[src/hdl/scfh_params.svh]
// constants for the switching clock fault handler
`ifndef SCFH_PARAMS_SVH
`define SCFH_PARAMS_SVH
// ----------------------------------------
// timing
// ----------------------------------------
`define SCFH_CLK_MHZ 25
`define SCFH_RST_TIMEOUT_US 10000
`define SCFH_RST_TIMEOUT_CYC (`SCFH_RST_TIMEOUT_US * `SCFH_CLK_MHZ)
`define SCFH_ANALOG_SELF_TEST_CYC 64
`define SCFH_MCU_RESET_OUT_EXT_CYC 256
`define SCFH_SYNC_STEP_US 50
`define SCFH_SYNC_STEP_CYC (`SCFH_SYNC_STEP_US * `SCFH_CLK_MHZ)
// ----------------------------------------
// spread figures in kHz and percent
// ----------------------------------------
`define SCFH_SPREAD_MIN_KHZ 1790
`define SCFH_SPREAD_MAX_KHZ 2398
`define SCFH_SPREAD_CTR_KHZ 2100
`define SCFH_SYNC_STEP_KHZ 100
`define SCFH_SPREAD_PCT 17
// ----------------------------------------
// error counter and reset values
// ----------------------------------------
`define SCFH_ERRCNT_W 4
`define SCFH_ERR_THR_RST 4'h7
`define SCFH_LFSR_SEED 16'hace1
`endif

[src/hdl/scfh_pkg.sv]
// types shared by both ends of the switching clock fault handler
package scfh_pkg;
	typedef enum logic [2:0] {
		SCFH_ST_OFF,
		SCFH_ST_RESET,
		SCFH_ST_DIAG,
		SCFH_ST_ACTIVE,
		SCFH_ST_SAFE
	} scfh_state_t;
	typedef enum logic [1:0] {
		SCFH_MOD_NONE,
		SCFH_MOD_EXT,
		SCFH_MOD_INT
	} scfh_mod_t;
endpackage

[src/hdl/scfh_link_if.sv]
// link between the device and the microcontroller
`timescale 1ns/100ps
interface scfh_link_if;
	import scfh_pkg::*;
	logic sync_clk;
	logic sync_monitor_on_set;
	logic sync_monitor_on;
	logic second_buck_on_set;
	logic boost_on_set;
	logic spread_on_wr;
	logic spread_on_val;
	logic clk_diag_req;
	logic clk_diag_fail;
	logic clk_mon_off;
	logic enable_irq_out_pin;
	logic mcu_reset_out;
	scfh_state_t dev_state;
	modport dev (
		input sync_clk, sync_monitor_on_set, second_buck_on_set, boost_on_set,
		input spread_on_wr, spread_on_val, clk_diag_req, clk_mon_off,
		output sync_monitor_on, clk_diag_fail, enable_irq_out_pin, mcu_reset_out, dev_state
	);
	modport mcu (
		output sync_clk, sync_monitor_on_set, second_buck_on_set, boost_on_set,
		output spread_on_wr, spread_on_val, clk_diag_req, clk_mon_off,
		input sync_monitor_on, clk_diag_fail, enable_irq_out_pin, mcu_reset_out, dev_state
	);
endinterface

[src/hdl/scfh_dev_end.sv]
// device end: switching clock fault reaction and spread modulation control
`timescale 1ns/100ps
`include "scfh_params.svh"
// Overview of operation
// - second_buck clock fault: flag, disable, safe, count, irq
// - second_buck undervoltage reset source moves safe to reset
// - second_buck restarts after restart level and good clocks
// - second_buck restart followed by self test, reset extended
// - failed self test back to safe; threshold gives off
// - mcu may turn off a faulty clock monitor
// - second_buck ramp timeout in reset gives off
// - no second_buck reset source: stay safe, mcu restarts
// - boost clock fault: flag, disable, safe, count, irq
// - boost undervoltage reset source, restart when clock good
// - boost restart followed by self test, reset extended
// - boost ramp timeout in reset gives off
// - no boost reset source: stay safe, mcu restarts
// - mcu may run clock monitor diagnostic in safe
// - two factory spread modes, external or internal
// - sync steps 50 us apart, at most 100 kHz
// - external mode starts on vco, sync after reset
// - internal spread 1.79 to 2.398 MHz, 2.1 centre
// - spread within 17 percent, monitor warns beyond
// - internal spread off at power-up, enabled in diagnostic
// - spread cleared in diagnostic or off, kept in reset
// - reset entry clears sync monitor enable
module scfh_dev_end #(
	parameter int RST_TIMEOUT_CYC = `SCFH_RST_TIMEOUT_CYC
) (
	input wire logic mclk,
	input wire logic rst_b,
	scfh_link_if.dev link,
	input wire scfh_pkg::scfh_mod_t mod_mode_strap,
	input wire logic osc_good,
	input wire logic second_buck_clk_err,
	input wire logic boost_clk_err,
	input wire logic pll_clk_good,
	input wire logic second_buck_uv,
	input wire logic boost_uv,
	input wire logic second_buck_below_restart,
	input wire logic boost_below_restart,
	input wire logic second_buck_uv_rst_en,
	input wire logic boost_uv_rst_en,
	input wire logic other_rst_cond,
	input wire logic analog_self_test_fail,
	input wire logic diag_done,
	input wire logic [`SCFH_ERRCNT_W-1:0] err_thr,
	input wire logic [11:0] clk_meas_khz,
	output logic second_buck_switch_clock_fault,
	output logic boost_switch_clock_fault,
	output logic second_buck_en,
	output logic boost_en,
	output logic spread_on,
	output logic [11:0] spread_freq_khz,
	output logic clk_warn,
	output logic [`SCFH_ERRCNT_W-1:0] err_cnt,
	output scfh_pkg::scfh_state_t state
);
	import scfh_pkg::*;
	localparam int ANALOG_SELF_TEST_CYC = `SCFH_ANALOG_SELF_TEST_CYC;
	localparam int EXT_CYC = `SCFH_MCU_RESET_OUT_EXT_CYC;
	localparam logic [11:0] F_MIN = 12'(`SCFH_SPREAD_MIN_KHZ);
	localparam logic [11:0] F_MAX = 12'(`SCFH_SPREAD_MAX_KHZ);
	localparam logic [11:0] F_CTR = 12'(`SCFH_SPREAD_CTR_KHZ);
	localparam logic [23:0] PCT = 24'(`SCFH_SPREAD_PCT);

	// outside window of nominal +/- pct, done in integer kHz
	function automatic logic out_of_band(input logic [11:0] f);
		logic [23:0] dev_k;
		dev_k = (f > F_CTR) ? 24'(f - F_CTR) : 24'(F_CTR - f);
		out_of_band = (dev_k * 24'd100) > (24'(F_CTR) * PCT);
	endfunction

	scfh_state_t st_r, st_nxt;
	logic b2f_r, b2f_nxt, bof_r, bof_nxt, b2en_r, b2en_nxt, boen_r, boen_nxt;
	logic irq_r, irq_nxt, mcu_reset_out_r, mcu_reset_out_nxt, ssm_r, ssm_nxt, mon_r, mon_nxt;
	logic warn_r, warn_nxt, cmon_off_r, cmon_off_nxt, dfail_r, dfail_nxt;
	logic [`SCFH_ERRCNT_W-1:0] cnt_r, cnt_nxt;
	logic [31:0] tmo_r, tmo_nxt;
	logic [15:0] seq_r, seq_nxt, lfsr_r, lfsr_nxt;
	logic [11:0] frq_r, frq_nxt;
	logic analog_self_test_run_r, analog_self_test_run_nxt;
	logic b2_fault, bo_fault, rst_cond, bump;

	assign second_buck_switch_clock_fault = b2f_r;
	assign boost_switch_clock_fault = bof_r;
	assign second_buck_en = b2en_r;
	assign boost_en = boen_r;
	assign spread_on = ssm_r;
	assign spread_freq_khz = frq_r;
	assign clk_warn = warn_r;
	assign err_cnt = cnt_r;
	assign state = st_r;
	assign link.enable_irq_out_pin = irq_r;
	assign link.mcu_reset_out = mcu_reset_out_r;
	assign link.sync_monitor_on = mon_r;
	assign link.dev_state = st_r;
	assign link.clk_diag_fail = dfail_r;

	always_comb begin
		st_nxt = st_r;
		b2f_nxt = b2f_r;
		bof_nxt = bof_r;
		b2en_nxt = b2en_r;
		boen_nxt = boen_r;
		irq_nxt = irq_r;
		mcu_reset_out_nxt = mcu_reset_out_r;
		ssm_nxt = ssm_r;
		mon_nxt = mon_r;
		cnt_nxt = cnt_r;
		tmo_nxt = tmo_r;
		seq_nxt = seq_r;
		analog_self_test_run_nxt = analog_self_test_run_r;
		cmon_off_nxt = cmon_off_r | link.clk_mon_off;
		dfail_nxt = dfail_r;
		bump = 1'b0;
		b2_fault = second_buck_clk_err && osc_good && !cmon_off_r && st_r != SCFH_ST_OFF;
		bo_fault = boost_clk_err && osc_good && !cmon_off_r && st_r != SCFH_ST_OFF;
		rst_cond = other_rst_cond || (second_buck_uv_rst_en && second_buck_uv)
			|| (boost_uv_rst_en && boost_uv);
		// clock monitor self check answered in safe
		if (link.clk_diag_req && st_r == SCFH_ST_SAFE) begin
			dfail_nxt = !pll_clk_good || (second_buck_clk_err && boost_clk_err);
		end
		if (link.sync_monitor_on_set && st_r == SCFH_ST_DIAG) begin
			mon_nxt = 1'b1;
		end
		if (link.spread_on_wr && st_r == SCFH_ST_DIAG && mod_mode_strap == SCFH_MOD_INT) begin
			ssm_nxt = link.spread_on_val;
		end
		case (st_r)
			SCFH_ST_OFF: begin
				mcu_reset_out_nxt = 1'b0;
				b2en_nxt = 1'b0;
				boen_nxt = 1'b0;
				ssm_nxt = 1'b0;
			end
			SCFH_ST_SAFE: begin
				if (link.second_buck_on_set) begin
					b2en_nxt = 1'b1;
				end
				if (link.boost_on_set) begin
					boen_nxt = 1'b1;
				end
				if ((second_buck_uv_rst_en && second_buck_uv) || (boost_uv_rst_en && boost_uv)) begin
					st_nxt = SCFH_ST_RESET;
				end
			end
			SCFH_ST_RESET: begin
				if (tmo_r != 32'h0) begin
					tmo_nxt = tmo_r - 32'h1;
				end
				if (!b2en_r && second_buck_below_restart && pll_clk_good && !second_buck_clk_err) begin
					b2en_nxt = 1'b1;
				end
				if (!boen_r && boost_below_restart && !boost_clk_err) begin
					boen_nxt = 1'b1;
				end
				if (tmo_r == 32'h1 && rst_cond) begin
					st_nxt = SCFH_ST_OFF;
				end else if (!rst_cond && b2en_r && boen_r) begin
					// self test runs while mcu_reset_out is held low
					if (!analog_self_test_run_r) begin
						analog_self_test_run_nxt = 1'b1;
						seq_nxt = 16'(ANALOG_SELF_TEST_CYC + EXT_CYC);
					end else if (analog_self_test_fail) begin
						analog_self_test_run_nxt = 1'b0;
						st_nxt = SCFH_ST_SAFE;
						bump = 1'b1;
					end else if (seq_r != 16'h0) begin
						seq_nxt = seq_r - 16'h1;
					end else begin
						analog_self_test_run_nxt = 1'b0;
						st_nxt = SCFH_ST_DIAG;
						mcu_reset_out_nxt = 1'b1;
						irq_nxt = 1'b1;
					end
				end
			end
			SCFH_ST_DIAG: begin
				if (diag_done) begin
					st_nxt = SCFH_ST_ACTIVE;
				end
			end
			default: begin
			end
		endcase
		if (b2_fault) begin
			b2f_nxt = 1'b1;
			b2en_nxt = 1'b0;
		end
		if (bo_fault) begin
			bof_nxt = 1'b1;
			boen_nxt = 1'b0;
		end
		if (b2_fault || bo_fault) begin
			st_nxt = SCFH_ST_SAFE;
			irq_nxt = 1'b0;
			analog_self_test_run_nxt = 1'b0;
			bump = 1'b1;
		end
		if (bump) begin
			if (cnt_r != {`SCFH_ERRCNT_W{1'b1}}) begin
				cnt_nxt = cnt_r + 1'b1;
			end
			if (cnt_r + 1'b1 >= err_thr) begin
				st_nxt = SCFH_ST_OFF;
			end
		end
		// entering reset: restart the timer and drop the sync monitor
		if (st_nxt == SCFH_ST_RESET && st_r != SCFH_ST_RESET) begin
			tmo_nxt = 32'(RST_TIMEOUT_CYC);
			mon_nxt = 1'b0;
			mcu_reset_out_nxt = 1'b0;
			analog_self_test_run_nxt = 1'b0;
		end
	end

	// random spread: lfsr picks a frequency inside the allowed band
	always_comb begin
		lfsr_nxt = {lfsr_r[14:0], lfsr_r[15] ^ lfsr_r[13] ^ lfsr_r[12] ^ lfsr_r[10]};
		frq_nxt = F_CTR;
		if (ssm_r && mod_mode_strap == SCFH_MOD_INT) begin
			frq_nxt = F_MIN + {2'b00, lfsr_r[9:0]};
			if (frq_nxt > F_MAX) begin
				frq_nxt = F_MAX;
			end
		end
		// vco free-runs until the sync clock is supplied
		if (mod_mode_strap == SCFH_MOD_EXT && !mon_r) begin
			frq_nxt = F_CTR;
		end
		warn_nxt = out_of_band(clk_meas_khz);
	end

	always_ff @(posedge mclk or negedge rst_b) begin
		if (!rst_b) begin
			st_r <= SCFH_ST_RESET;
			b2f_r <= 1'b0;
			bof_r <= 1'b0;
			b2en_r <= 1'b0;
			boen_r <= 1'b0;
			irq_r <= 1'b1;
			mcu_reset_out_r <= 1'b0;
			ssm_r <= 1'b0;
			mon_r <= 1'b0;
			cnt_r <= '0;
			tmo_r <= 32'(RST_TIMEOUT_CYC);
			seq_r <= 16'h0;
			analog_self_test_run_r <= 1'b0;
			cmon_off_r <= 1'b0;
			dfail_r <= 1'b0;
			lfsr_r <= `SCFH_LFSR_SEED;
			frq_r <= F_CTR;
			warn_r <= 1'b0;
		end else begin
			st_r <= st_nxt;
			b2f_r <= b2f_nxt;
			bof_r <= bof_nxt;
			b2en_r <= b2en_nxt;
			boen_r <= boen_nxt;
			irq_r <= irq_nxt;
			mcu_reset_out_r <= mcu_reset_out_nxt;
			ssm_r <= ssm_nxt;
			mon_r <= mon_nxt;
			cnt_r <= cnt_nxt;
			tmo_r <= tmo_nxt;
			seq_r <= seq_nxt;
			analog_self_test_run_r <= analog_self_test_run_nxt;
			cmon_off_r <= cmon_off_nxt;
			dfail_r <= dfail_nxt;
			lfsr_r <= lfsr_nxt;
			frq_r <= frq_nxt;
			warn_r <= warn_nxt;
		end
	end
endmodule

[src/flat_wrapper.sv]
// flat-port wrapper written by rule: the top's interface ports become plain ports
module scfh_dev_end_flat import scfh_pkg::*;
#(
	parameter int RST_TIMEOUT_CYC = `SCFH_RST_TIMEOUT_CYC
)
  (mclk, rst_b, mod_mode_strap, osc_good, second_buck_clk_err, boost_clk_err, pll_clk_good, second_buck_uv, boost_uv, second_buck_below_restart, boost_below_restart, second_buck_uv_rst_en, boost_uv_rst_en, other_rst_cond, analog_self_test_fail, diag_done, err_thr, clk_meas_khz, second_buck_switch_clock_fault, boost_switch_clock_fault, second_buck_en, boost_en, spread_on, spread_freq_khz, clk_warn, err_cnt, state, link_sync_clk, link_sync_monitor_on_set, link_second_buck_on_set, link_boost_on_set, link_spread_on_wr, link_spread_on_val, link_clk_diag_req, link_clk_mon_off, link_sync_monitor_on, link_clk_diag_fail, link_enable_irq_out_pin, link_mcu_reset_out, link_dev_state);
  scfh_link_if link_i ();
  input wire logic mclk;
  input wire logic rst_b;
  input wire scfh_pkg::scfh_mod_t mod_mode_strap;
  input wire logic osc_good;
  input wire logic second_buck_clk_err;
  input wire logic boost_clk_err;
  input wire logic pll_clk_good;
  input wire logic second_buck_uv;
  input wire logic boost_uv;
  input wire logic second_buck_below_restart;
  input wire logic boost_below_restart;
  input wire logic second_buck_uv_rst_en;
  input wire logic boost_uv_rst_en;
  input wire logic other_rst_cond;
  input wire logic analog_self_test_fail;
  input wire logic diag_done;
  input wire logic [`SCFH_ERRCNT_W-1:0] err_thr;
  input wire logic [11:0] clk_meas_khz;
  output logic second_buck_switch_clock_fault;
  output logic boost_switch_clock_fault;
  output logic second_buck_en;
  output logic boost_en;
  output logic spread_on;
  output logic [11:0] spread_freq_khz;
  output logic clk_warn;
  output logic [`SCFH_ERRCNT_W-1:0] err_cnt;
  output scfh_pkg::scfh_state_t state;
  input wire logic [$bits(link_i.sync_clk)-1:0] link_sync_clk;
  input wire logic [$bits(link_i.sync_monitor_on_set)-1:0] link_sync_monitor_on_set;
  input wire logic [$bits(link_i.second_buck_on_set)-1:0] link_second_buck_on_set;
  input wire logic [$bits(link_i.boost_on_set)-1:0] link_boost_on_set;
  input wire logic [$bits(link_i.spread_on_wr)-1:0] link_spread_on_wr;
  input wire logic [$bits(link_i.spread_on_val)-1:0] link_spread_on_val;
  input wire logic [$bits(link_i.clk_diag_req)-1:0] link_clk_diag_req;
  input wire logic [$bits(link_i.clk_mon_off)-1:0] link_clk_mon_off;
  output wire logic [$bits(link_i.sync_monitor_on)-1:0] link_sync_monitor_on;
  output wire logic [$bits(link_i.clk_diag_fail)-1:0] link_clk_diag_fail;
  output wire logic [$bits(link_i.enable_irq_out_pin)-1:0] link_enable_irq_out_pin;
  output wire logic [$bits(link_i.mcu_reset_out)-1:0] link_mcu_reset_out;
  output wire logic [$bits(link_i.dev_state)-1:0] link_dev_state;
  assign link_i.sync_clk = link_sync_clk;
  assign link_i.sync_monitor_on_set = link_sync_monitor_on_set;
  assign link_i.second_buck_on_set = link_second_buck_on_set;
  assign link_i.boost_on_set = link_boost_on_set;
  assign link_i.spread_on_wr = link_spread_on_wr;
  assign link_i.spread_on_val = link_spread_on_val;
  assign link_i.clk_diag_req = link_clk_diag_req;
  assign link_i.clk_mon_off = link_clk_mon_off;
  assign link_sync_monitor_on = link_i.sync_monitor_on;
  assign link_clk_diag_fail = link_i.clk_diag_fail;
  assign link_enable_irq_out_pin = link_i.enable_irq_out_pin;
  assign link_mcu_reset_out = link_i.mcu_reset_out;
  assign link_dev_state = link_i.dev_state;
  scfh_dev_end #(.RST_TIMEOUT_CYC(RST_TIMEOUT_CYC)) u_core (.mclk(mclk), .rst_b(rst_b), .link(link_i), .mod_mode_strap(mod_mode_strap), .osc_good(osc_good), .second_buck_clk_err(second_buck_clk_err), .boost_clk_err(boost_clk_err), .pll_clk_good(pll_clk_good), .second_buck_uv(second_buck_uv), .boost_uv(boost_uv), .second_buck_below_restart(second_buck_below_restart), .boost_below_restart(boost_below_restart), .second_buck_uv_rst_en(second_buck_uv_rst_en), .boost_uv_rst_en(boost_uv_rst_en), .other_rst_cond(other_rst_cond), .analog_self_test_fail(analog_self_test_fail), .diag_done(diag_done), .err_thr(err_thr), .clk_meas_khz(clk_meas_khz), .second_buck_switch_clock_fault(second_buck_switch_clock_fault), .boost_switch_clock_fault(boost_switch_clock_fault), .second_buck_en(second_buck_en), .boost_en(boost_en), .spread_on(spread_on), .spread_freq_khz(spread_freq_khz), .clk_warn(clk_warn), .err_cnt(err_cnt), .state(state));
endmodule
[config.mk]
export PLATFORM = sky130hd
export DESIGN_NAME = scfh_dev_end_flat
export DESIGN_NICKNAME = d
export VERILOG_FILES = /design/src/hdl/scfh_pkg.sv /design/src/hdl/scfh_link_if.sv /design/src/hdl/scfh_dev_end.sv /design/src/flat_wrapper.sv
export VERILOG_INCLUDE_DIRS = /design/src /design/src/hdl
export SDC_FILE = /design/constraint.sdc
export NUM_CORES = 1
export LEC_CHECK = 0
export BUFFER_PORTS_ARGS = -buffer_cell sky130_fd_sc_hd__buf_2
export CAP_MARGIN = 10
export CORE_MARGIN = 1.5
export CORE_UTILIZATION = 44
export CTS_CLUSTER_DIAMETER = 50
export DETAILED_ROUTE_END_ITERATION = 8
export PLACE_DENSITY = 0.65
export SLEW_MARGIN = 20
export SYNTH_ARGS = -nofsm -noshare
export SYNTH_HDL_FRONTEND = slang
export SYNTH_SLANG_ARGS = --single-unit
export TNS_END_PERCENT = 100
[constraint.sdc]
create_clock -name mclk -period 2.4 [get_ports mclk]
set_input_delay 0.24 -clock mclk [delete_from_list [all_inputs] [get_ports mclk]]
set_output_delay 0.24 -clock mclk [all_outputs]
set_load 0.01 [all_outputs]
==> run metrics <==
Area Overhead vs Synth=40.2%; Vias=about 5.9k; yosys warns=0; # DRC=0; Slew Limit Fails=0; post-synth top area cell=dfrtp_1; Tightest Hold Check Type=in -> reg; antenna violations before repair=0; met3 global-route usage=0.0391; sequential fraction of the synthesis area=0.369; CP arrival=4420 ps; Multi-input gate area=4450 um2; run status=finished, violations left; first-pass GRT wire length=about 27000 um; violated checks=setup timing; RSZ-0062 raised after global routing=yes; top post-synthesis cells by area=dfrtp_1 (28%), ha_1 (10%), dfstp_2 (8.5%); largest net degree at the start of global routing=43; 1st-iter DRT viols=325; slew of the pin with the lowest slew margin=495 ps; Avg Inst Size Synth=9.29 um2; vias in the first global route=5981; Pleak=4.29 nW; Placement Setup Slack=-2310 ps; Die W=125 um; post-synth top area share=0.284; min Tclk post-route=4200 ps; clk root buf=clkbuf_16; Detail Placement HPWL=roughly 12000 um; pwr/cell area=around 800 nW/um2; die extent in y=approximately 120 um; final setup fails=32; Post-synth EDFFs=0; htree depth=3; Cells after Synth=702; sequential standard cell area=2400 um2; GRT met2 Usage=0.380; Filler cells=~1.1k; total grt overflow=0; CTS Buffer Depth=2; Core Region=14500 um2; Row Count=44; PnR worst setup slack=-1800 ps; Final #Nets=1010; post-route antenna net violation count=0; Mapped Nets=807; Final Power=7.18 mW; Tcrit/Tclk final=1.75; ys async rst share=1.00; share of cells above drive strength 1=0.395; CP Capture Type=register; Crit Path Max Fanout=5; # port buffers=71; Clock Sinks=95; Yosys reg bits=95; final WL=approximately 16000 um; Initial Util=0.450; f_max=238 MHz; Antenna diodes=0; routability cong.=0.841; Crit path required time=2620 ps; Max Cap Viol=0; CTS Buf Count=9; Overall Global Routing Usage=0.212; Setup Skew=12.6 ps; drt wl/cell=15.0 um; Top Usage Layer GRT=met2; worst hold slack=66.2 ps; dominant synthesized flop cell=dfrtp_1; CP Class=in -> reg; Clock Latency Late Sink=360 ps; Die Area=15600 um2; CTS tree=yes; Distinct cells, synth=67; Slew headroom=0.667; maximum VDD drop=0.414 mV; GRT met1 Usage=0.260; Synth Cell Area=between 6000 and 7000 um2; Fin. Hold Viols=0; CTS clk-pin slew, worst paths=70 ps; Avg Vias per Cell=5.40; CP Launch Type=input pin; number of I/O pins=73; drt pass-1 iters=4
==> cells in the mapped netlist, drive strengths merged, types with 3 or more instances <==
master	number
nand2	53
nor4b	3
a211oi	3
nor4	13
nand2b	4
a21o	11
xnor2	31
a22o	3
a221oi	3
nor2b	5
o21a	4
a21oi	37
dfrtp	74
nor2	63
nand3b	10
mux2i	6
o211ai	4
nor3b	6
ha	52
a22oi	4
o31ai	7
nand4	3
or4	6
and3b	3
fa	12
a31oi	7
and3	7
clkbuf	16
buf	5
o21bai	3
nand4b	3
and2	7
nor4bb	3
inv	46
nand3	25
nor3	27
dfstp	21
o21ai	44
or3	8
or2	5
xor2	29
==> path summary, 6_finish.rpt <==
path,cells past startpoint,startpoint,slack [ps],to
min in group asynchronous,2,rst_b,370,u_core.spread_freq_khz[8]
setup reg to reg,9,u_core.tmo_r[26],-230,u_core.tmo_r[11]
hold reg to reg,0,u_core.lfsr_r[14],360,u_core.lfsr_r[15]
setup / recovery,16,clk_meas_khz[8],-1800,u_core.clk_warn
hold / removal,2,pll_clk_good,70,u_core.link.clk_diag_fail
max in group asynchronous,3,rst_b,1330,u_core.lfsr_r[6]
==> state kept, by name, summed over array words and instances (netlist names), 3 cells and up <==
register	cells
u_core.err_cnt	4
u_core.lfsr_r	16
u_core.link.dev_state	3
u_core.seq_r	16
u_core.spread_freq_khz	12
u_core.tmo_r	32
==> placed cells by master (no fill, tap or decap), types with 9 or more instances in the layout <==
cell type  Yosys  layout
nand3_1       25      21
dfrtp_1       74      74
o21ai_0       43      27
ha_1          52      45
nor2_1        62      41
nand2_1       53      50
xnor2_1       31      29
nor3_1        27      24
nor2_4         0      18
dfstp_2       21      21
a21o_1        11      11
a21oi_2        0      10
a21oi_1       37      27
buf_6          2      11
o21ai_1        1      10
clkbuf_16      0       9
buf_2          0      70
buf_12         0       9
fa_1          12      10
buf_4          3     122
xor2_1        29      21
nand3b_1      10      10
inv_1         46      42
==> routing by layer <==
| metal | wire [um] | vias to the layer above |
|---|---|---|
| met1 | 7110 | 2870 |
| li1 | - | 2907 |
| met4 | 182 | 0 |
| met2 | 8630 | 108 |
| met3 | 515 | 18 |
| met5 | 0 | - |
==> per-stage QoR <==
step           instance area [um2]  std cells  utilization  TNS (ps)
3_5_place_dp                  8090       1060        0.559     -5980
4_1_cts                       8860       1091        0.612     -5870
2_1_floorplan                 6650        702            -     -2550
3_3_place_gp                  8090       1060        0.559     -5400
5_1_grt                       9140       1094        0.631    -10770
6_report                      9140       1094        0.631     -7050
==> cell type report <==
type | instances | share of cell area
multi-input cells | 540 | 0.487
flip-flops and latches | 95 | 0.263
repair buffers | 213 | 0.173
well taps | 184 | 0.0252
clock buffers | 10 | 0.0250
inverters | 46 | 0.0189
clock inverters | 6 | 0.00821
==> worst max-delay path: stages <==
cell and delay, ps:
buf_2 100, or4_4 540, or3_1 410, a21oi_1 190, xnor2_1 170, ha_1 280, ha_1 320, fa_1 470
ha_2 240, a211oi_2 290, o21bai_1 110, a311o_1 380, nand4b_1 130, o21ai_2 90, o41ai_2 330, o211ai_1 130
==> power by group <==
part	leakage (nW)	total, mW	switching (mW)	internal (mW)
Clock	0.146	1.50	0.673	0.825
Combinational	2.93	3.75	1.88	1.86
Sequential	1.22	1.93	0.148	1.79
==> what timing repair did <==
item,CTS,global route
buffers inserted,12,7
gates cloned,2,0
pin swaps,32,19
hold endpoints to repair,27,0
setup endpoints to repair,44,46
resized for setup,66,64
hold buffers,1,0
==> cell families (layout without fill, tap and decap cells) <==
logic type | Yosys count | after routing | synth area share
xor gates and xnor gates | 60 | 60 | 0.0806
adders and majority gates | 64 | 64 | 0.137
muxes | 7 | 7 | 0.0109
DFF | 95 | 95 | 0.369
and+or+nand+nor | 256 | 256 | 0.208
AOI/OAI and AO/OA | 153 | 153 | 0.152
buffers and inverters | 67 | 275 | 0.0426
Power figures use the tool's default switching activity.
